===== src/verilog/asct_pkg.sv =====
// Package with pin bundles, states and timing counts for the static memory host controller.
package asct_pkg;

  // Clock rate in MHz and period in ns.
  localparam int CLK_MHZ = 100;
  localparam int CLK_PERIOD_NS = 1000 / CLK_MHZ;

  // Widths of the memory pins.
  localparam int ADDR_W = 20;
  localparam int DATA_W = 4;

  // Slowest-grade timing figures in ns, so that every grade is served.
  localparam int CYCLE_TIME_MIN_NS = 15;
  localparam int ADDRESS_ACCESS_MAX_NS = 15;
  localparam int CHIP_ENABLE_ACCESS_MAX_NS = 15;
  localparam int OUTPUT_ENABLE_ACCESS_MAX_NS = 7;
  localparam int OUTPUT_ENABLE_TURN_OFF_MAX_NS = 7;
  localparam int CHIP_ENABLE_TURN_OFF_MAX_NS = 7;
  localparam int WRITE_ADDRESS_SETUP_MIN_NS = 0;
  localparam int ADDRESS_TO_WRITE_END_MIN_NS = 12;
  localparam int WRITE_PULSE_MIN_NS = 12;
  localparam int DATA_TO_WRITE_END_MIN_NS = 7;
  localparam int WRITE_TURN_OFF_MAX_NS = 7;
  localparam int WRITE_RECOVERY_MIN_NS = 0;

  // Ceiling division of ns by the clock period, never below one cycle.
  function automatic int ns_to_cycles(input int ns);
    int c;
    c = (ns + CLK_PERIOD_NS - 1) / CLK_PERIOD_NS;
    return (c < 1) ? 1 : c;
  endfunction : ns_to_cycles

  // Cycle counts derived from the figures above.
  localparam int CNT_W = 4;
  localparam logic [CNT_W-1:0] READ_WAIT_CYC =
    CNT_W'(ns_to_cycles(CHIP_ENABLE_ACCESS_MAX_NS) + 1);
  localparam logic [CNT_W-1:0] TURN_OFF_CYC =
    CNT_W'(ns_to_cycles(OUTPUT_ENABLE_TURN_OFF_MAX_NS));
  localparam logic [CNT_W-1:0] WRITE_PULSE_CYC =
    CNT_W'(ns_to_cycles(WRITE_PULSE_MIN_NS));
  localparam logic [CNT_W-1:0] CYCLE_MIN_CYC =
    CNT_W'(ns_to_cycles(CYCLE_TIME_MIN_NS));
  // Extra read-wait cycles that cover the two-stage synchroniser on the data pins.
  localparam logic [CNT_W-1:0] SYNC_MARGIN_CYC = 4'h2;

  // Request from the user side.
  typedef struct packed {
    logic              write;
    logic [ADDR_W-1:0] word_address;
    logic [DATA_W-1:0] wdata;
  } asct_req_s;

  // Controller states.
  typedef enum logic [2:0] {
    ST_IDLE  = 3'b000,
    ST_READ  = 3'b001,
    ST_RDOFF = 3'b010,
    ST_WSET  = 3'b011,
    ST_WPUL  = 3'b100,
    ST_WEND  = 3'b101
  } asct_state_e;

endpackage : asct_pkg


===== src/verilog/asct_sync.sv =====
// Two flip-flop synchroniser for the data pins read back from the memory.
`timescale 1ns/10ps
`default_nettype none
module asct_sync (
  // Clock and reset.
  input  wire logic                        i_mclk,
  input  wire logic                        i_reset,
  // Asynchronous input and synchronised output.
  input  wire logic [asct_pkg::DATA_W-1:0] i_async,
  output logic      [asct_pkg::DATA_W-1:0] o_sync
);

  logic [asct_pkg::DATA_W-1:0] meta_r;
  logic [asct_pkg::DATA_W-1:0] sync_r;

  // First stage feeds only the second stage.
  always_ff @(posedge i_mclk) begin
    if (i_reset) begin
      meta_r <= '0;
      sync_r <= '0;
    end else begin
      meta_r <= i_async;
      sync_r <= meta_r;
    end
  end

  assign o_sync = sync_r;

endmodule : asct_sync
`default_nettype wire


===== src/verilog/asct_host.sv =====
// Host controller that runs read and write cycles on an asynchronous 1M x 4 static memory.
// Function
// RULE1: Write happens only while chip enable and write enable are both low.
// RULE2: Write enable stays high through every read cycle.
// RULE3: Output enable stays high during writes so memory keeps pins released.
// RULE4: Each read address is held at least the read cycle time.
// RULE5: Read data is valid within address access time after address settles.
// RULE6: Data is valid within enable access time of chip enable falling.
// RULE7: Data is valid within output enable access time of output enable falling.
// RULE8: Memory holds old data at least 2 ns after an address change.
// RULE9: Memory drives no earlier than 3 ns after chip enable falls.
// RULE10: Memory releases pins within turn-off time after chip enable rises.
// RULE11: Memory releases pins within turn-off time after output enable rises.
// RULE12: Memory turn-off is always shorter than its turn-on.
// RULE13: Each write address is held at least the write cycle time.
// RULE14: Address is stable before write enable falls.
// RULE15: Address is valid long enough before the write ends.
// RULE16: Write enable is held low at least the write pulse width.
// RULE17: Write data is valid long enough before the write ends.
// RULE18: Memory releases pins within turn-off time after write enable falls.
// RULE19: Memory drives again no earlier than 3 ns after write enable rises.
// RULE20: With enables low, memory output follows each address change.
// RULE21: Address and write data stay stable until the write-ending edge.
// RULE22: Address is 20 bits, words are 4 bits, chip enable high idles.
`timescale 1ns/10ps
`default_nettype none
module asct_host (
  // Clock and reset.
  input  wire logic                          i_mclk,
  input  wire logic                          i_reset,
  // User request port.
  input  wire logic                          i_req_valid,
  input  wire asct_pkg::asct_req_s           i_req,
  output logic                               o_req_ready,
  // User read answer.
  output logic                               o_rd_valid,
  output logic      [asct_pkg::DATA_W-1:0]   o_rd_data,
  // Memory address and control pins, strobes active low.
  output logic      [asct_pkg::ADDR_W-1:0]   o_word_address,
  output logic                               o_chip_enable_n,
  output logic                               o_output_enable_n,
  output logic                               o_write_enable_n,
  // Memory data pins as input, output and output enable.
  input  wire logic [asct_pkg::DATA_W-1:0]   i_dq,
  output logic      [asct_pkg::DATA_W-1:0]   o_dq,
  output logic                               o_dq_oe
);

  asct_pkg::asct_state_e           state_r;
  asct_pkg::asct_state_e           state_nxt;
  logic [asct_pkg::CNT_W-1:0]      cnt_r;
  logic [asct_pkg::CNT_W-1:0]      cyc_r;
  logic [asct_pkg::DATA_W-1:0]     dq_sync;
  logic                            cnt_done;
  logic                            take;
  logic                            rd_done;

  // A request is taken only in the idle state when valid meets ready.
  function automatic logic req_taken(input asct_pkg::asct_state_e st,
                                     input logic                  valid,
                                     input logic                  ready);
    return (st == asct_pkg::ST_IDLE) && valid && ready;
  endfunction : req_taken

  // Chip enable is low in the read, write setup and write pulse states.
  function automatic logic in_access(input asct_pkg::asct_state_e st);
    return (st == asct_pkg::ST_READ) || (st == asct_pkg::ST_WSET) ||
           (st == asct_pkg::ST_WPUL);
  endfunction : in_access

  // Only the second synchroniser stage feeds the read sample.
  // Synchronised copy of the data pins.
  asct_sync u_sync (
    .i_mclk  (i_mclk),
    .i_reset (i_reset),
    .i_async (i_dq),
    .o_sync  (dq_sync)
  );

  // Phase count has run out; take and the end of the read wait serve several processes.
  assign cnt_done = (cnt_r == '0);
  assign take     = req_taken(state_r, i_req_valid, o_req_ready);
  assign rd_done  = (state_r == asct_pkg::ST_READ) && cnt_done;

  // Next-state decode of the cycle sequencer.
  always_comb begin
    state_nxt = state_r;
    case (state_r)
      asct_pkg::ST_IDLE: begin
        if (take) begin
          state_nxt = i_req.write ? asct_pkg::ST_WSET : asct_pkg::ST_READ;
        end
      end
      asct_pkg::ST_READ: begin
        if (cnt_done) begin
          state_nxt = asct_pkg::ST_RDOFF;
        end
      end
      asct_pkg::ST_RDOFF: begin
        if (cnt_done) begin
          state_nxt = asct_pkg::ST_IDLE;
        end
      end
      asct_pkg::ST_WSET: begin
        // One setup cycle with chip enable low before the write strobe falls.
        state_nxt = asct_pkg::ST_WPUL;
      end
      asct_pkg::ST_WPUL: begin
        if (cnt_done) begin
          state_nxt = asct_pkg::ST_WEND;
        end
      end
      asct_pkg::ST_WEND: begin
        // Write enable and chip enable rose together; host data still stands here.
        state_nxt = asct_pkg::ST_IDLE;
      end
      default: begin
        state_nxt = asct_pkg::ST_IDLE;
      end
    endcase
  end

  // State register.
  always_ff @(posedge i_mclk) begin
    if (i_reset) begin
      state_r <= asct_pkg::ST_IDLE;
    end else begin
      state_r <= state_nxt;
    end
  end

  // Phase counter loaded on entry to the read, read turn-off and write pulse states.
  always_ff @(posedge i_mclk) begin
    if (i_reset) begin
      cnt_r <= '0;
    end else if (take && !i_req.write) begin
      // Extra cycles cover the synchroniser before the read word is sampled.
      cnt_r <= asct_pkg::READ_WAIT_CYC + asct_pkg::SYNC_MARGIN_CYC; // see RULE5 RULE6 RULE7
    end else if (rd_done) begin
      cnt_r <= asct_pkg::TURN_OFF_CYC; // see RULE10 see RULE11 see RULE12
    end else if (state_r == asct_pkg::ST_WSET) begin
      cnt_r <= asct_pkg::WRITE_PULSE_CYC - 4'h1; // see RULE16
    end else if (!cnt_done) begin
      cnt_r <= cnt_r - 4'h1;
    end
  end

  // Cycle-time counter keeps every address on the pins long enough.
  always_ff @(posedge i_mclk) begin
    if (i_reset) begin
      cyc_r <= '0;
    end else if (take) begin
      // It starts at the take, so each address stands at least the cycle time.
      cyc_r <= asct_pkg::CYCLE_MIN_CYC; // see RULE4 see RULE13
    end else if (cyc_r != '0) begin
      cyc_r <= cyc_r - 4'h1;
    end
  end

  // Ready once idle and the previous address has met the cycle time.
  always_ff @(posedge i_mclk) begin
    if (i_reset) begin
      o_req_ready <= 1'b0;
    end else begin
      // Dropping ready on the take edge keeps a held request from being taken twice;
      // the cycle-time count lets ready rise on the same edge where it runs out.
      o_req_ready <= (state_nxt == asct_pkg::ST_IDLE) && (cyc_r <= 4'h1) && !take;
    end
  end

  // Address and write data latch at request; held to the end of the cycle.
  always_ff @(posedge i_mclk) begin
    if (i_reset) begin
      o_word_address <= '0;
      o_dq           <= '0;
    end else if (take) begin
      // Both stand from the take to the next take, well past the write end.
      o_word_address <= i_req.word_address; // see RULE14 see RULE15 see RULE21 see RULE22
      o_dq           <= i_req.wdata; // see RULE17 see RULE21
    end
  end

  // Control strobes; the write window is enables overlapping low.
  // Output enable never falls in a write, so the memory keeps its pins released.
  always_ff @(posedge i_mclk) begin
    if (i_reset) begin
      o_chip_enable_n   <= 1'b1;
      o_output_enable_n <= 1'b1;
      o_write_enable_n  <= 1'b1;
    end else begin
      o_chip_enable_n   <= !in_access(state_nxt); // see RULE22
      o_output_enable_n <= !(state_nxt == asct_pkg::ST_READ); // see RULE3 see RULE2
      o_write_enable_n  <= !(state_nxt == asct_pkg::ST_WPUL); // see RULE1 see RULE2
    end
  end

  // Host drives the data pins from the start of the write pulse, after the memory let go.
  // It lets go one cycle after write enable rises, so data holds past the write end.
  always_ff @(posedge i_mclk) begin
    if (i_reset) begin
      o_dq_oe <= 1'b0;
    end else begin
      o_dq_oe <= (state_nxt == asct_pkg::ST_WPUL) ||
                 (state_nxt == asct_pkg::ST_WEND); // see RULE18 see RULE19 see RULE17
    end
  end

  // Read data sampled from the synchroniser at the end of the access wait.
  always_ff @(posedge i_mclk) begin
    if (i_reset) begin
      o_rd_valid <= 1'b0;
      o_rd_data  <= '0;
    end else begin
      // The pulse lasts one cycle because the wait ends for one cycle only.
      o_rd_valid <= rd_done; // see RULE8 see RULE20
      if (rd_done) begin
        o_rd_data <= dq_sync; // see RULE9
      end
    end
  end

endmodule : asct_host
`default_nettype wire


===== config.mk =====
export PLATFORM = sky130hd
export DESIGN_NAME = asct_host
export DESIGN_NICKNAME = d
export VERILOG_FILES = /design/src/verilog/asct_pkg.sv /design/src/verilog/asct_sync.sv /design/src/verilog/asct_host.sv
export SDC_FILE = /design/constraint.sdc
export NUM_CORES = 1
export LEC_CHECK = 0
export ABC_AREA = 1
export BUFFER_PORTS_ARGS = -buffer_cell sky130_fd_sc_hd__buf_2
export CAP_MARGIN = 20
export CORE_ASPECT_RATIO = 0.9
export CORE_UTILIZATION = 46
export CTS_BUF_LIST = sky130_fd_sc_hd__clkbuf_4 sky130_fd_sc_hd__clkbuf_8
export DETAILED_ROUTE_END_ITERATION = 7
export GPL_TIMING_DRIVEN = 1
export HOLD_SLACK_MARGIN = 0.05
export PLACE_DENSITY = 0.83
export SLEW_MARGIN = 30
export SYNTH_ARGS = -nofsm -noshare
export SYNTH_HDL_FRONTEND = slang
export SYNTH_SLANG_ARGS = --single-unit

===== constraint.sdc =====
create_clock -name i_mclk -period 1.35 [get_ports i_mclk]
set_clock_uncertainty 0.05 [all_clocks]
set_input_delay 0.135 -clock i_mclk [delete_from_list [all_inputs] [get_ports i_mclk]]
set_output_delay 0.135 -clock i_mclk [all_outputs]
set_load 0.005 [all_outputs]

==> impl_results.rst, run 1 <==
.. list-table::
   :header-rows: 1

   * - Metric
     - Value
   * - Status
     - finished with violations
   * - Violated checks
     - design-rule violations
   * - Type of origin of the critical path
     - flop
   * - Portion of the post-synthesis area used by sequential elements
     - 53.9%
   * - Post-detailed-placement half-perimeter wirelength
     - 2.87 mm
   * - Initial antenna violation count
     - 0
   * - Max H-tree Level
     - 2
   * - Most frequent standard cell in the layout excluding fill and tap cells
     - nor2_1
   * - Period utilisation layout
     - 96.5%
   * - Avg Cell Area, Syn
     - 7.72 sq um
   * - Worst Hold Class
     - primary input to flop
   * - Antenna diode count
     - 0
   * - Synth Register Bits
     - 53
   * - Total leakage power
     - 1.37 nW
   * - Wire length of the first global-routing pass
     - 6.99 mm
   * - Final net count
     - 384
   * - Area Overhead vs Synth
     - 42.4%
   * - Buffers added on ports
     - 65
   * - Clock tree buffer depth
     - 2
   * - Initial drt markers
     - 94
   * - Core area
     - 0.00410 sq mm
   * - Final Hold Fails
     - 0
   * - Setup repair after global routing missed its margin
     - true
   * - Cell depth of the worst flop-to-flop path
     - 8
   * - Clock tree sinks
     - 53
   * - Number of iterations in the first detailed-routing pass
     - 8
   * - Number of maximum-capacitance constraint violations
     - 0
   * - DRT antenna net count
     - 0
   * - Worst Setup EP
     - cnt_r[0]
   * - Maximum number of pins on one net before global-route repair
     - 25
   * - CTS tree
     - built
   * - Effective utilization at floorplan
     - 48.0%
   * - Maximum achievable frequency
     - 767 MHz
   * - Category of the most critical setup path
     - flop to flop
   * - Top delay family on crit path
     - flip-flops
   * - Launching point of the worst reg2reg path
     - cnt_r[1]
   * - Floorplan die area
     - 0.00455 sq mm
   * - Arr. time, crit path
     - 1.45 ns
   * - Flip-flop and latch area
     - 0.00106 sq mm
   * - Final worst path period need
     - 1.30 ns
   * - Critical Path End Type
     - flop
   * - Commonest cells after routing, fill and taps aside
     - nor2_1 (69), buf_2 (65), dfxtp_1 (50), nand2_1 (27), dlygate4sd3_1 (23)
   * - Highest fanout seen on the critical path
     - 4
   * - DRC Markers
     - 8
   * - Crit-path max cell delay
     - 0.33 ns
   * - Worst path bufs/invs
     - 2
   * - Post-synth cell types
     - 25
   * - Worst Tran Pin Value
     - 0.239 ns
   * - Critical path depth in cells
     - 8
   * - Clock Pin Slew Worst Setup and Hold Paths
     - 0.09 ns
   * - Number of max-slew violations in the final report
     - 0
   * - Number of endpoints failing setup at the final stage
     - 0
   * - Instance count along the most critical hold path
     - 3
   * - Start point of the critical path
     - cnt_r[1]
   * - Power density over cell area
     - 1700 mW/mm^2
   * - R2r endpoint
     - cnt_r[0]
   * - Layout cells sized above 1
     - 32.9%
   * - Die boundary width
     - 71.0 um
   * - Number of inserted filler cells in the final layout
     - 313
   * - Slack of the worst reg-to-reg path
     - 0.05 ns
   * - Routed length per instance
     - 10.8 um
   * - Row Count
     - 22
   * - Cells along the critical path
     - inv_2 -> ha_4 -> nand3_2 -> buf_4 -> nor2_1 -> nand2_1 -> o21ai_0 -> a21oi_1
   * - All-Layer GR Usage
     - 19.6%
   * - Slowest-stage cell, CP
     - dfxtp_2
   * - Via count of the first global-routing pass
     - 1709
   * - Final estimated routing congestion in global placement
     - 0.886
   * - Worst ir drop on vdd
     - 878 uV
   * - Residual overflow from global routing
     - 0
   * - Hold Startpoint
     - i_req[4]
   * - Area taken by multi-input logic gates
     - 816 sq um
   * - Number of buffers added by the clock tree synthesis step
     - 5
   * - Chip height
     - 64.1 um
   * - Required time at the worst-slack endpoint
     - 1.49 ns
   * - Final setup TNS
     - 0 ns
   * - Master cell of the clock root buffer
     - clkbuf_8
   * - Vias after detailed routing
     - 1866
   * - Post-synth net total
     - 289
   * - Post-Synthesis Cell Area
     - 0.00197 sq mm
   * - Detail-routed via count per cell
     - 4.69
   * - Post-layout worst setup margin
     - 0.0471 ns
   * - Synth warn
     - 0
   * - Setup WS pre-CTS
     - -0.0587 ns
   * - Worst-case headroom to the max-slew limit
     - 83.9%
   * - Instance count of the mapped netlist
     - 255
   * - Worst-skew pair later-pin latency
     - 0.30 ns
   * - Total Routed Length
     - 4.30 mm
   * - Ports
     - 66
## registers in the layout (all words and copies together), names as in the netlist
| register | cells |
|---|---|
| cnt_r | 4 |
| cyc_r | 4 |
| o_chip_enable_n | 1 |
| o_dq | 4 |
| o_dq_oe | 1 |
| o_output_enable_n | 1 |
| o_rd_data | 4 |
| o_rd_valid | 1 |
| o_req_ready | 1 |
| o_word_address | 20 |
| o_write_enable_n | 1 |
| state_r | 3 |
| u_sync.meta_r | 4 |
| u_sync.o_sync | 4 |
## Yosys cell counts (all sizes together)
cell     n  share of area (%)
or2      1               0.32
o21ai   26                6.6
nand2   38                7.2
nand3   10                3.0
buf      8                3.4
nand4    2               0.64
a21oi    6                1.7
ha       2                1.3
dfxtp   53                 54
xor2     1               0.44
clkbuf   2               0.44
nor2    74                 14
a31oi    1               0.32
or3      1               0.32
nor3     3               0.76
inv     27                5.1
## per-stage QoR
stage	instance area [sq um]	hold WS [ns]	std cells	util, %	power [mW]
detailed placement	2370	0.293	367	57.8	3.49
finish	2800	0.0477	398	68.4	4.78
global placement	2370	0.285	367	57.8	3.44
floorplan	1970	0.192	255	-	2.99
CTS	2750	0.0550	397	67.0	4.65
global route	2800	0.0661	398	68.4	5.12
## worst min path at each step
stage               slack, ns           endpoint
finish                   0.05  o_word_address[0]
global route             0.07  o_word_address[0]
CTS                      0.06  o_word_address[0]
detailed placement       0.29   u_sync.meta_r[1]
global placement         0.29   u_sync.meta_r[0]
floorplan                0.19   u_sync.meta_r[0]
## power by group
group	total [mW]	internal, mW	leakage (nW)	switching, mW
clock	1.02	0.539	0.0540	0.477
combinational	1.73	0.805	0.880	0.920
sequential	2.04	1.87	0.435	0.167
total	4.78	3.22	1.37	1.56
## routing by layer
layer / vias to the layer above / track usage [%] / wire length, um
li1: 973 / - / -
met4: 0 / 6.25 / 50
met5: - / 0 / 0
met1: 828 / 21.1 / 1810
met3: 6 / 5.52 / 253
met2: 59 / 36.8 / 2180
## tightest hold or removal path, cell delays in order
cell     delay (ns)
buf_2          0.07
o21ai_0        0.07
nor2_1         0.09
## layout make-up
type	instances	area share, %
inverter	27	3.70
timing repair buffer	98	23.4
clock inverter	2	1.25
multi-input combinational	165	29.1
sequential	53	38.0
clock buffer	5	2.45
tap	48	2.14
## repair_timing
item,4_1_cts,5_1_grt
hold endpoints to repair,23,0
cloned,0,0
pin swaps,2,5
setup endpoints to repair,8,35
gates resized for setup,12,19
hold buffers,23,0
setup buffers,0,1
## cells by family after synthesis
family / synth area share [%]
AND/OR/NAND/NOR: 26.8
flip-flops: 53.9
buffers and inverters: 8.96
AO/OA/AOI/OAI: 8.64
adder cells (fa/ha/maj): 1.27
XOR/XNOR: 0.445
Power figures use the tool's default switching activity.
==> run 2: changes to the inputs <==
==> constraint.sdc (replaced) <==
create_clock -name i_mclk -period 1.35 [get_ports i_mclk]
set_clock_uncertainty 0.05 [all_clocks]
set_input_delay 0.0675 -clock i_mclk [delete_from_list [all_inputs] [get_ports i_mclk]]
set_output_delay 0.0675 -clock i_mclk [all_outputs]
set_load 0.005 [all_outputs]
==> run 2 against run 1 <==
- the flow still finishes with violations (design-rule violations)
- first-iteration DRC count increased by 30%
- total power increased by 1.2%
- core utilization increased by 1.6 points
- combinational power increased by 10%
- fmax decreased by 2.1%
- critical path depth decreased by 3
- die area unchanged
- cell count increased by 2.0%
- critical path type unchanged
==> impl_results.rst, run 2 (synthesized netlist as in run 1, its figures left out) <==
.. list-table::
   :header-rows: 1

   * - Metric
     - Value
   * - Status
     - finished with violations
   * - Violated checks
     - design-rule violations
   * - Setup repair after global routing missed its margin
     - true
   * - Critical Path End Type
     - flop
   * - Clock tree sinks
     - 53
   * - DRC Markers
     - 8
   * - Detail-routed via count per cell
     - 4.78
   * - Antenna diode count
     - 0
   * - Register with the most flip-flops
     - o_word_address
   * - Master cell of the clock root buffer
     - clkbuf_8
   * - CTS tree
     - built
   * - Number of iterations in the first detailed-routing pass
     - 6
   * - Highest fanout seen on the critical path
     - 4
   * - Worst Tran Pin Value
     - 0.234 ns
   * - Chip height
     - 64.1 um
   * - Floorplan die area
     - 0.00455 sq mm
   * - Placed Cells
     - 366
   * - Required time at the worst-slack endpoint
     - 1.53 ns
   * - Worst Hold Class
     - primary input to flop
   * - Final net count
     - 391
   * - Final worst path period need
     - 1.33 ns
   * - Initial antenna violation count
     - 0
   * - Final estimated routing congestion in global placement
     - 0.919
   * - Commonest cells after routing, fill and taps aside
     - nor2_1 (69), buf_2 (65), dfxtp_1 (50), dlygate4sd3_1 (29), nand2_1 (27)
   * - Total Routed Length
     - 4.90 mm
   * - Effective utilization at floorplan
     - 48.0%
   * - Utilization after layout
     - 70.0%
   * - Power density over cell area
     - 1690 mW/mm^2
   * - Vias after detailed routing
     - 1940
   * - Via count of the first global-routing pass
     - 1824
   * - Clock Pin Slew Worst Setup and Hold Paths
     - 0.09 ns
   * - Area Overhead vs Synth
     - 45.8%
   * - Layout cells sized above 1
     - 33.0%
   * - Max H-tree Level
     - 2
   * - Number of max-slew violations in the final report
     - 0
   * - Routed length per instance
     - 12.1 um
   * - Initial drt markers
     - 122
   * - Category of the most critical setup path
     - flop to flop
   * - Worst-skew pair later-pin latency
     - 0.30 ns
   * - Number of flip-flops under the largest register name
     - 20
   * - Final Instance Count excl. Fillers
     - 406
   * - Arr. time, crit path
     - 1.52 ns
   * - Number of buffers added by the clock tree synthesis step
     - 5
   * - Type of origin of the critical path
     - flop
   * - DRT antenna net count
     - 0
   * - Residual overflow from global routing
     - 0
   * - All-Layer GR Usage
     - 20.8%
   * - Buffers added on ports
     - 65
   * - Post-detailed-placement half-perimeter wirelength
     - 2.80 mm
   * - Worst ir drop on vdd
     - 776 uV
   * - Final total power
     - 4.84 mW
   * - Die boundary width
     - 71.0 um
   * - Maximum achievable frequency
     - 751 MHz
   * - Final Hold Fails
     - 0
   * - Total leakage power
     - 1.39 nW
   * - Maximum number of pins on one net before global-route repair
     - 25
   * - Wire length of the first global-routing pass
     - 7.40 mm
   * - Worst-case headroom to the max-slew limit
     - 84.4%
   * - Number of maximum-capacitance constraint violations
     - 0
   * - Most frequent standard cell in the layout excluding fill and tap cells
     - nor2_1
   * - Core area
     - 0.00410 sq mm
   * - Ports
     - 66
   * - Row Count
     - 22
   * - Clock tree buffer depth
     - 2
   * - Period utilisation layout
     - 98.6%
   * - Number of endpoints failing setup at the final stage
     - 0
## run 2: cell count changes in the layout (fill, tap and decap cells not counted), sizes merged
cell / delta
dlygate4sd3: +6
clkinvlp: +2
clkbuf: +2
clkinv: -1
bufinv: -1
## run 2: final timing paths
| kind | startpoint | to | slack [ns] | cells after the start |
|---|---|---|---|---|
| setup reg to reg | cnt_r[0] | cnt_r[1] | 0.02 | 5 |
| hold reg to reg | u_sync.meta_r[3] | u_sync.o_sync[3] | 0.36 | 2 |
| setup / recovery | cnt_r[0] | cnt_r[1] | 0.02 | 5 |
| hold / removal | i_reset | state_r[0] | 0.09 | 4 |
## run 2: power by group
part | total [mW] | switching (mW) | internal [mW]
Clock | 0.893 | 0.507 | 0.386
Sequential | 2.04 | 0.165 | 1.87
Combinational | 1.91 | 1.02 | 0.893
Total | 4.84 | 1.69 | 3.15
## run 2: routing by layer
metal	routed length [um]	up-vias	track usage (%)
met5	0	-	0
li1	-	992	-
met4	46	0	9.25
met3	252	5	4.89
met2	2490	65	40.3
met1	2120	878	20.9
## run 2: repair_timing
action | CTS | global route
endpoints found under the setup margin | 11 | 31
hold buffers | 29 | 0
hold endpoints to repair | 29 | 0
resized for setup | 11 | 21
pin swaps | 2 | 12
buffers inserted | 0 | 2
gates cloned | 0 | 1
## run 2: stage by stage
step | worst slack [ns] | TNS (ns) | cell area [sq um] | hold WS (ns)
floorplan | 0.00845 | 0 | 1970 | 0.124
global placement | -0.0197 | -0.0197 | 2350 | 0.217
detailed placement | -0.0844 | -0.181 | 2350 | 0.223
CTS | 0.00292 | 0 | 2770 | 0.0851
global route | -0.0290 | -0.136 | 2870 | 0.0977
finish | 0.0193 | 0 | 2870 | 0.0933
## run 2: cell type report
class                      count  area (sq um)
clock buffer                   6          76.3
clock inverter                 2          15.0
timing repair buffer         105           732
inverter                      27           104
tap                           48          60.1
fill                         308          1230
multi-input combinational    165           820
sequential                    53          1060
## run 2: critical path, cell delays in order (launching register included)
cell	delay, ns
dfxtp_2	0.33
inv_2	0.04
buf_4	0.14
ha_1	0.30
or2_4	0.26
a21oi_2	0.14
